===== src/hw/iarc_pkg.sv =====
package iarc_pkg;
  localparam int NUM_INST  = 4;
  localparam int KIND_W    = 6;
  localparam int CNT_W     = 16;
  localparam int MSG_DEPTH = 16;

  localparam logic [7:0] CHAR_LF   = 8'h0A;
  localparam logic [7:0] OP_DEFER  = 8'h41;
  localparam logic [7:0] OP_IMM    = 8'h49;
  localparam logic [7:0] OP_INIT   = 8'h47;
  localparam logic [7:0] OP_CONF   = 8'h43;
  localparam logic [7:0] OP_QUERY  = 8'h51;
  localparam logic [7:0] OP_MEAS   = 8'h4D;

  localparam int ARG_INST_LSB = 0;
  localparam int ARG_KIND_LSB = 2;

  localparam logic ABORT_BIT_RST = 1'b0;

  typedef enum logic [2:0] {
    ST_IDLE  = 3'b001,
    ST_ABORT = 3'b010,
    ST_EXEC  = 3'b100
  } iarc_state_t;
endpackage


===== src/hw/iarc_msg_if.sv =====
`timescale 1ns/10ps
interface iarc_msg_if;
  logic       valid;
  logic       ready;
  logic [7:0] opcode;
  logic [7:0] arg;

  modport src (output valid, output opcode, output arg, input ready);
  modport dst (input valid, input opcode, input arg, output ready);
endinterface


===== src/hw/iarc_term_buf.sv =====
`timescale 1ns/10ps
module iarc_term_buf
  import iarc_pkg::*;
#(
  parameter int DEPTH = MSG_DEPTH
) (
  input  wire logic       i_clock,
  input  wire logic       i_rst_n,
  input  wire logic       i_rx_valid,
  input  wire logic [7:0] i_rx_data,
  input  wire logic       i_rx_end,
  output logic            o_rx_ready,
  iarc_msg_if.src         msg
);
  localparam int PW = $clog2(DEPTH) + 1;

  logic [7:0]    mem [DEPTH];
  logic [PW-1:0] wr_ptr;
  logic [PW-1:0] next_wr_ptr;
  logic          pending;
  logic          next_pending;
  logic          rx_ready;
  logic          next_rx_ready;
  logic          wr_en;
  logic          rx_take;
  logic          is_term;

  assign rx_take = i_rx_valid && rx_ready;
  assign is_term = (i_rx_data == CHAR_LF) || i_rx_end;

  always_comb begin
    next_wr_ptr  = wr_ptr;
    next_pending = pending;
    wr_en        = 1'b0;
    if (pending && msg.ready) begin
      next_pending = 1'b0;
      next_wr_ptr  = '0;
    end else if (rx_take) begin
      if (i_rx_data != CHAR_LF && wr_ptr < PW'(DEPTH)) begin
        wr_en       = 1'b1;
        next_wr_ptr = wr_ptr + PW'(1);
      end
      // Terminator closes a non-empty message
      if (is_term && (i_rx_data != CHAR_LF || wr_ptr != '0)) begin
        next_pending = 1'b1;
      end
    end
    next_rx_ready = ~next_pending;
  end

  always_ff @(posedge i_clock or negedge i_rst_n) begin
    if (!i_rst_n) begin
      wr_ptr   <= '0;
      pending  <= 1'b0;
      rx_ready <= 1'b1;
    end else begin
      wr_ptr   <= next_wr_ptr;
      pending  <= next_pending;
      rx_ready <= next_rx_ready;
    end
  end

  always_ff @(posedge i_clock) begin
    if (wr_en) begin
      mem[wr_ptr[PW-2:0]] <= i_rx_data;
    end
  end

  assign o_rx_ready = rx_ready;
  assign msg.valid  = pending;
  assign msg.opcode = mem[0];
  assign msg.arg    = mem[1];
endmodule


===== src/hw/iarc_run_ctrl.sv =====
`timescale 1ns/10ps
module iarc_run_ctrl
  import iarc_pkg::*;
#(
  parameter int NUM   = NUM_INST,
  parameter int KW    = KIND_W,
  parameter int CW    = CNT_W,
  parameter int DEPTH = MSG_DEPTH
) (
  input  wire logic              i_clock,
  input  wire logic              i_rst_n,
  input  wire logic              i_rx_valid,
  input  wire logic [7:0]        i_rx_data,
  input  wire logic              i_rx_end,
  input  wire logic              i_async_mode,
  input  wire logic [NUM-1:0]    i_seg_done,
  input  wire logic [NUM-1:0]    i_sample_tick,
  input  wire logic              i_query_done,
  output logic                   o_rx_ready,
  output logic [NUM-1:0]         o_run,
  output logic [NUM-1:0]         o_defer_pend,
  output logic [NUM*KW-1:0]      o_kind,
  output logic [NUM*CW-1:0]      o_count,
  output logic                   o_abort_bit,
  output logic                   o_query_busy
);
  iarc_msg_if msg ();

  iarc_term_buf #(
    .DEPTH (DEPTH)
  ) u_term_buf (
    .i_clock    (i_clock),
    .i_rst_n    (i_rst_n),
    .i_rx_valid (i_rx_valid),
    .i_rx_data  (i_rx_data),
    .i_rx_end   (i_rx_end),
    .o_rx_ready (o_rx_ready),
    .msg        (msg)
  );

  // Commands that reconfigure or start a measurement
  function automatic logic is_cfg(input logic [7:0] op);
    is_cfg = (op == OP_CONF) || (op == OP_INIT) || (op == OP_MEAS);
  endfunction

  function automatic logic [NUM-1:0] inst_sel(input logic [7:0] arg);
    logic [NUM-1:0] sel;
    sel = '0;
    for (int k = 0; k < NUM; k++) begin
      if (k == int'(arg[ARG_KIND_LSB-1:ARG_INST_LSB])) begin
        sel[k] = 1'b1;
      end
    end
    inst_sel = sel;
  endfunction

  iarc_state_t   state;
  iarc_state_t   next_state;
  logic [NUM-1:0]    run;
  logic [NUM-1:0]    next_run;
  logic [NUM-1:0]    pend_def;
  logic [NUM-1:0]    next_pend_def;
  logic [NUM*KW-1:0] kind;
  logic [NUM*KW-1:0] next_kind;
  logic [NUM*CW-1:0] count;
  logic [NUM*CW-1:0] next_count;
  logic              abort_bit;
  logic              next_abort_bit;
  logic              query_busy;
  logic              next_query_busy;
  logic [7:0]        hold_op;
  logic [7:0]        next_hold_op;
  logic [7:0]        hold_arg;
  logic [7:0]        next_hold_arg;
  logic              take;
  logic              clr_all;
  logic              defer_req;
  logic [NUM-1:0]    sel;
  logic [NUM-1:0]    done_now;
  logic              pend_k;

  assign sel      = inst_sel(hold_arg);
  assign done_now = pend_def & i_seg_done;

  always_comb begin
    next_state      = state;
    next_run        = run;
    next_pend_def   = pend_def;
    next_kind       = kind;
    next_count      = count;
    next_abort_bit  = abort_bit;
    next_query_busy = query_busy;
    next_hold_op    = hold_op;
    next_hold_arg   = hold_arg;
    take            = 1'b0;
    clr_all         = 1'b0;
    defer_req       = 1'b0;
    pend_k          = 1'b0;

    if (i_query_done) begin
      next_query_busy = 1'b0;
    end

    case (state)
      ST_IDLE: begin
        if (msg.valid) begin
          if (msg.opcode == OP_DEFER) begin
            take      = 1'b1;
            defer_req = 1'b1;
          end else if (query_busy && !i_async_mode) begin
            take = 1'b0;
          end else if (msg.opcode == OP_IMM) begin
            take    = 1'b1;
            clr_all = 1'b1;
          end else begin
            take          = 1'b1;
            next_hold_op  = msg.opcode;
            next_hold_arg = msg.arg;
            if (is_cfg(msg.opcode) && (|run)) begin
              clr_all    = 1'b1;
              next_state = ST_ABORT;
            end else begin
              next_state = ST_EXEC;
            end
          end
        end
      end
      ST_ABORT: begin
        next_abort_bit = ~abort_bit;
        next_state     = ST_EXEC;
      end
      ST_EXEC: begin
        next_state = ST_IDLE;
      end
      default: begin
        next_state = ST_IDLE;
      end
    endcase

    for (int k = 0; k < NUM; k++) begin
      // Count readings only while running
      if (run[k] && i_sample_tick[k]) begin
        next_count[k*CW +: CW] = count[k*CW +: CW] + CW'(1);
      end
      // Deferred stop at segment end
      pend_k = pend_def[k] | (defer_req & run[k]);
      if (pend_k && i_seg_done[k]) begin
        next_run[k]      = 1'b0;
        next_pend_def[k] = 1'b0;
      end else begin
        next_pend_def[k] = pend_k & run[k];
      end
    end

    if (clr_all) begin
      next_run      = '0;
      next_pend_def = '0;
    end

    if (state == ST_EXEC) begin
      for (int k = 0; k < NUM; k++) begin
        if (sel[k]) begin
          // Only execute writes kind, aborts never
          if (hold_op == OP_CONF || hold_op == OP_MEAS) begin
            next_kind[k*KW +: KW] = hold_arg[ARG_KIND_LSB +: KW];
          end
          // Initiate restart keeps stored kind; measure restarts with the kind just written above
          if (hold_op == OP_INIT || hold_op == OP_MEAS) begin
            next_run[k]            = 1'b1;
            next_pend_def[k]       = 1'b0;
            next_count[k*CW +: CW] = '0;
          end
        end
      end
      if (hold_op == OP_QUERY || hold_op == OP_MEAS) begin
        next_query_busy = 1'b1;
      end
    end
  end

  assign msg.ready = take;

  always_ff @(posedge i_clock or negedge i_rst_n) begin
    if (!i_rst_n) begin
      state      <= ST_IDLE;
      run        <= '0;
      pend_def   <= '0;
      kind       <= '0;
      count      <= '0;
      abort_bit  <= ABORT_BIT_RST;
      query_busy <= 1'b0;
      hold_op    <= '0;
      hold_arg   <= '0;
    end else begin
      state      <= next_state;
      run        <= next_run;
      pend_def   <= next_pend_def;
      kind       <= next_kind;
      count      <= next_count;
      abort_bit  <= next_abort_bit;
      query_busy <= next_query_busy;
      hold_op    <= next_hold_op;
      hold_arg   <= next_hold_arg;
    end
  end

  assign o_run        = run;
  assign o_defer_pend = pend_def;
  assign o_kind       = kind;
  assign o_count      = count;
  assign o_abort_bit  = abort_bit;
  assign o_query_busy = query_busy;
endmodule


===== config.mk =====
export PLATFORM = sky130hd
export DESIGN_NAME = iarc_run_ctrl
export DESIGN_NICKNAME = d
export VERILOG_FILES = /design/src/hw/iarc_pkg.sv /design/src/hw/iarc_msg_if.sv /design/src/hw/iarc_term_buf.sv /design/src/hw/iarc_run_ctrl.sv
export SDC_FILE = /design/constraint.sdc
export NUM_CORES = 1
export LEC_CHECK = 0
export BUFFER_PORTS_ARGS = -buffer_cell sky130_fd_sc_hd__buf_2
export CAP_MARGIN = 20
export CORE_MARGIN = 2
export CORE_UTILIZATION = 60
export DETAILED_ROUTE_END_ITERATION = 16
export PLACE_DENSITY = 0.84
export SYNTH_ARGS = -nofsm -noshare
export SYNTH_HDL_FRONTEND = slang
export SYNTH_SLANG_ARGS = --single-unit

===== constraint.sdc =====
create_clock -name i_clock -period 3.2 [get_ports i_clock]
set_input_delay 0.48 -clock i_clock [delete_from_list [all_inputs] [get_ports i_clock]]
set_output_delay 0.48 -clock i_clock [all_outputs]
set_load 0.01 [all_outputs]

Yosys cells after proc, flatten, opt, wreduce, memory -nomap -nowiden
Memory sizes are Yosys's and may differ from the RTL's. A register that Yosys moved wholly into a read port is not among the register bits.
Index checks and enable logic that the tools add are counted.
Storage, ports and cells
  register bits after elaboration: 116
  memories: 1
  input bits: 22
  word-level logic and storage cells: 172
  RAM bits: 128
  output and inout bits: 99
Memory list
  u_term_buf.mem: depth 16, width 8, read ports 2, clocked after memory_dff 1, write ports 1, RTL line iarc_term_buf.sv:17  | logic [7:0] mem [DEPTH];
Cells by class
  mux-type cells: 78
  reduce and logical (&&, ||, !) cells: 35
  $add $sub $neg: 5
  bitwise gates (word level): 17
  equality and inequality tests: 21
  order comparisons: 1
Operators with widths (number)
  $mux 16: 12
  $eq 8x7->1 const B: 9
  $add 16x1->16 const B: 4
  $mux 64: 1
  $mux 1: 52
  $mux 4: 4
  $mux 3: 5
  $mux 5: 3
  $logic_and 1x1->1: 14
  $reduce_and 3->1: 4
  $and 1x1->1: 8
  $eq 8x4->1 const B: 1
  $ne 8x4->1 const B: 1
  $logic_or 1x1->1: 7
  $ne 2x2->1 const B: 3
  $pmux 3 s2: 1
  $add 5x1->5 const B: 1
  $lt 5x5->1 const B: 1
  $not 1->1: 5
  $reduce_and 5->1: 1
  $reduce_bool 5->1: 1
  $eq 2x2->1 const A: 2
  $or 1x1->1: 4
  $reduce_and 4->1: 1
  10 further kinds: 12

Depth between registers and ports, before layout
  depth in word-level cells: 14
  gate-level depth with buffers: 5
  depth with buffers taken out: 5

Hierarchy
Synthesis repeated with hierarchy kept, for this count alone.
Unflattened totals
  cell total of the unflattened synthesis: 559
  area total of the unflattened synthesis: 6423.7 µm²
By module, submodules not included
  iarc_run_ctrl: seq. area each 2929.1 µm², instances 1, cells an instance 502, area an instance 5501.5 µm²
  iarc_term_buf: seq. area each 656.9 µm², instances 1, cells an instance 57, area an instance 922.1 µm²

Least setup slack after synthesis
OpenSTA, ideal clock, no wires.
  path kind: input port to flip-flop
  start point: input port i_rx_data[3]
  end point: memory u_term_buf.mem[0][0] (enable)
  arrival time: 1641 ps
  required time: 2817 ps
  buffers on the path: 0
  setup time: 383 ps
  path slack: 1175 ps
  cell stages on the path: 3
  path through: nor4bb_1 -> a211o_1 -> nor3_1
On the way
  cells in the longest elaborated chain, start to end: 7
Ends and longest elaborated chain
  start, declared: RTL line iarc_run_ctrl.sv:13  | input wire logic [7:0] i_rx_data,
  $ne 8x4->1: RTL line iarc_term_buf.sv:39  | if (i_rx_data != CHAR_LF && wr_ptr < PW'(DEPTH)) begin
  $logic_and 1x1->1: RTL line iarc_term_buf.sv:39
  $mux 1: RTL line iarc_term_buf.sv:39
  $mux 1: RTL line iarc_term_buf.sv:38  | end else if (rx_take) begin
  $mux 1: RTL line iarc_term_buf.sv:35  | if (pending && msg.ready) begin
  $mux 1: RTL line iarc_term_buf.sv:64  | if (wr_en) begin
  $mux 1 (not written as such): RTL line iarc_term_buf.sv:65  | mem[wr_ptr[PW-2:0]] <= i_rx_data;
  end, declared: RTL line iarc_term_buf.sv:17
No other way between the ends.

==> impl_metrics.py <==
metrics = {
    "worst_setup_path": {
        "worst-setup-path-type": "reg -> reg",
        "cp.required_ps": 3600,
        "cp-endpoint": "hold_op[5]$_DFFE_PN0P_",
        "crit_fanout": 19,
        "r2r_cells": 4,
        "rrSetupSlack_ps": 910,
        "cp-start-kind": "flop",
        "cp.arrival_ps": 2690,
        "r2r-end": "hold_op[5]$_DFFE_PN0P_",
        "endpoint_kind": "flop",
        "setup.worst_path.start": "u_term_buf.mem[0][5]$_DFFE_PP_",
        "r2r_start": "u_term_buf.mem[0][5]$_DFFE_PP_",
    },
    "yosys": {
        "synth-compound-area-share_pct": 5.17,
        "synth_top_cell_by_area": "dfrtp_1",
        "yosys.area.top_type_share_pct": 47.8,
        "syn-num-nets": 587,
        "synth_adder_area_share_pct": 1.37,
        "synth_top_family_by_area": "simple AND/OR/NAND/NOR gates",
        "postSynthCellCount": 558,
        "synth-seq-cells": 140,
        "synth_flop_cell": "dfrtp_1",
        "netlist_area_um2": 6390,
        "synthXorXnorAreaFrac_pct": 7.95,
        "yosysWarnings": 0,
        "ys_seq_area_share_pct": 56.1,
        "yosys.cell_count.top_type": "dfrtp_1",
        "avgSynthCellArea_um2": 11.5,
        "yosys.area_share.simple_pct": 20.1,
        "synth_edf_count": 16,
        "netlist-cell-type-count": 60,
        "ys_async_sr_fraction_pct": 88.6,
        "synth_common_cells": "122 x dfrtp_1, 68 x nor2_1, 43 x xnor2_1",
        "synth_mux_area_share_pct": 7.21,
        "yosys-top-cells-area": "dfrtp_1 48%, edfxtp_1 7.5%, mux2_2 7.0%",
    },
    "route": {
        "via_count": 4903,
        "first_iter_violations": 283,
        "routedWlPerCell_um": 16.6,
        "drc": 0,
        "wl_met3_um": 718,
        "first_pass_iters": 5,
        "viasPerCell": 5.80,
        "routed.top_layer": "met4",
        "postRouteAntennaNets": 0,
        "met2_wirelength_um": 7070,
        "drt-total-wl_um": 14000,
        "met1_length_um": 6020,
    },
    "sta": {
        "min_period_ps": 2290,
        "period_share_pct": 71.5,
        "timing.fmax_ghz": 0.437,
        "rsz0062_at_grt": "false",
        "drv_slew": 0,
        "finalClockSkew_ps": 8.41,
        "setup_viol": 0,
        "holdWs_ps": 123,
        "layout_setup_ws_ps": 913,
        "tns_ps": 0,
        "tightestPinTransition_ps": 949,
        "slew-limit-headroom_pct": 36.6,
        "hold_viol_final": 0,
    },
    "floorplanning": {
        "die_x_um": 107,
        "fp.coreArea_um2": 10300,
        "io_pins": 121,
        "fp.dieH_um": 107,
        "rows": 37,
        "die-area_um2": 11500,
        "initial_core_util_pct": 61.9,
    },
    "placed_design": {
        "place_congestion": 0.865,
        "dp_cells": 813,
        "dp_hpwl_um": 9980,
        "place_ws_ps": 946,
        "io_buffer_count": 120,
    },
    "grt": {
        "grt_pass1_wl_um": 22900,
        "overflow": 0,
        "grtUsageTotal_pct": 25.5,
        "grt_pass1_vias": 4780,
        "grt_start_max_net_pins": 54,
        "antenna_found_initial": 0,
    },
    "clock_network": {
        "clockBufferDepth": 2,
        "numCtsBuffers": 17,
        "cts-root-buf": "clkbuf_8",
        "htreeDepth": 4,
        "clock_latency_ps": 520,
        "clkTransAtPathRegs_ps": 60,
        "cts_sinks": 140,
        "cts_tree": "yes",
    },
    "final_layout": {
        "drive_gt1_share_pct": 30.8,
        "finalNonFillerCells": 846,
        "fillers": 666,
        "diodes": 0,
        "post-route-util_pct": 75.3,
        "syn2layout_area_growth_pct": 21.6,
        "nNetsFinal": 726,
        "regArea_um2": 3590,
        "multi_input_area_um2": 2670,
    },
    "run_status": {
        "outcome": "completed",
    },
    "hold_path": {
        "min_path_type": "in -> reg",
        "hold_depth": 2,
    },
    "run": {
        "timing.max_cap.violations": 0,
    },
    "power_and_ir_drop": {
        "ir_drop_mv": 0.343,
        "power_density_nw_per_um2": 662,
        "p_leak_nw": 3.63,
    },
}
[cells by family after synthesis]
kind of cell / count (synthesis)
AO/OA/AOI/OAI: 49
XOR/XNOR: 58
adder cells (fa/ha/maj): 7
buffers and inverters: 29
flip-flops: 140
multiplexers: 41
AND/OR/NAND/NOR: 234
[per-stage QoR]
step | cell area, µm² | power, mW
after floorplan | 6390 | 2.96
after global placement | 7180 | 3.19
after detailed placement | 7180 | 3.26
after CTS | 7770 | 5.17
after global routing | 7770 | 5.38
final | 7770 | 5.14
[placed cells by master (no fill, tap or decap), types with 3 or more instances in the layout]
master	netlist	layout
a21oi_1	14	14
inv_6	0	4
o21bai_1	4	4
ha_1	7	7
buf_2	5	119
nor4bb_1	3	3
inv_1	19	19
buf_4	0	9
nand2_1	33	33
nor4_1	24	24
clkbuf_16	0	16
nor2b_1	6	6
edfxtp_1	16	16
a31oi_1	4	4
nor2_1	68	68
o21ai_0	11	11
or3_1	9	9
nand3_1	28	28
nand4_1	17	17
xor2_1	15	15
mux2_2	40	40
and4_1	5	5
dfrtp_1	122	122
xnor2_1	43	43
nor3_1	17	17
[what timing repair did]
action	in CTS	in global routing
endpoints found under the hold margin	33	0
setup buffers	0	0
setup endpoints to repair	0	0
resized for setup	0	0
hold buffers	1	0
[sequential cells by signal (all words and copies together) (netlist names), 3 cells and up]
signal and cells:
o_kind 24, o_run 4, o_count 64, hold_arg 8
u_term_buf.mem 16, o_defer_pend 4, state 3, u_term_buf.wr_ptr 5
hold_op 8
[layer usage]
| metal | track usage [%] | up-vias |
|---|---|---|
| met2 | 42.0 | 160 |
| met5 | 0 | - |
| li1 | - | 2281 |
| met4 | 9.28 | 0 |
| met1 | 33.6 | 2444 |
| met3 | 5.41 | 18 |
[critical path: stages, from the launching register on]
cell      delay, ps
edfxtp_1        420
nor4b_1         310
nand2_1         200
o311ai_4        810
mux2_2          430
[power by group]
part / total, mW / internal (mW) / switching [mW]
Sequential: 2.38 / 2.07 / 0.311
Clock: 1.90 / 1.12 / 0.777
Combinational: 0.868 / 0.409 / 0.459
[worst min-delay path by stage]
stage / slack (ps) / startpoint / to
floorplan: 180 / i_rst_n / hold_arg[0]$_DFFE_PN0P_
global placement: 440 / state[1]$_DFFE_PN0P_ / state[0]$_DFFE_PN1P_
detailed placement: 450 / u_term_buf.msg.valid$_DFF_PN0_ / u_term_buf.o_rx_ready$_DFF_PN1_
CTS: 110 / i_seg_done[1] / o_defer_pend[1]$_DFF_PN0_
global route: 120 / i_seg_done[1] / o_defer_pend[1]$_DFF_PN0_
finish: 120 / i_seg_done[1] / o_defer_pend[1]$_DFF_PN0_
[area by class of cell]
type,instances,area share (%)
Clock buffer,17,5.33
Multi-Input combinational cell,389,34.4
Clock inverter,15,2.11
Sequential cell,140,46.1
Inverter,19,0.918
Timing Repair Buffer,130,8.92
Tap cell,136,2.19
No activity file was read; power rests on OpenSTA's default activity.
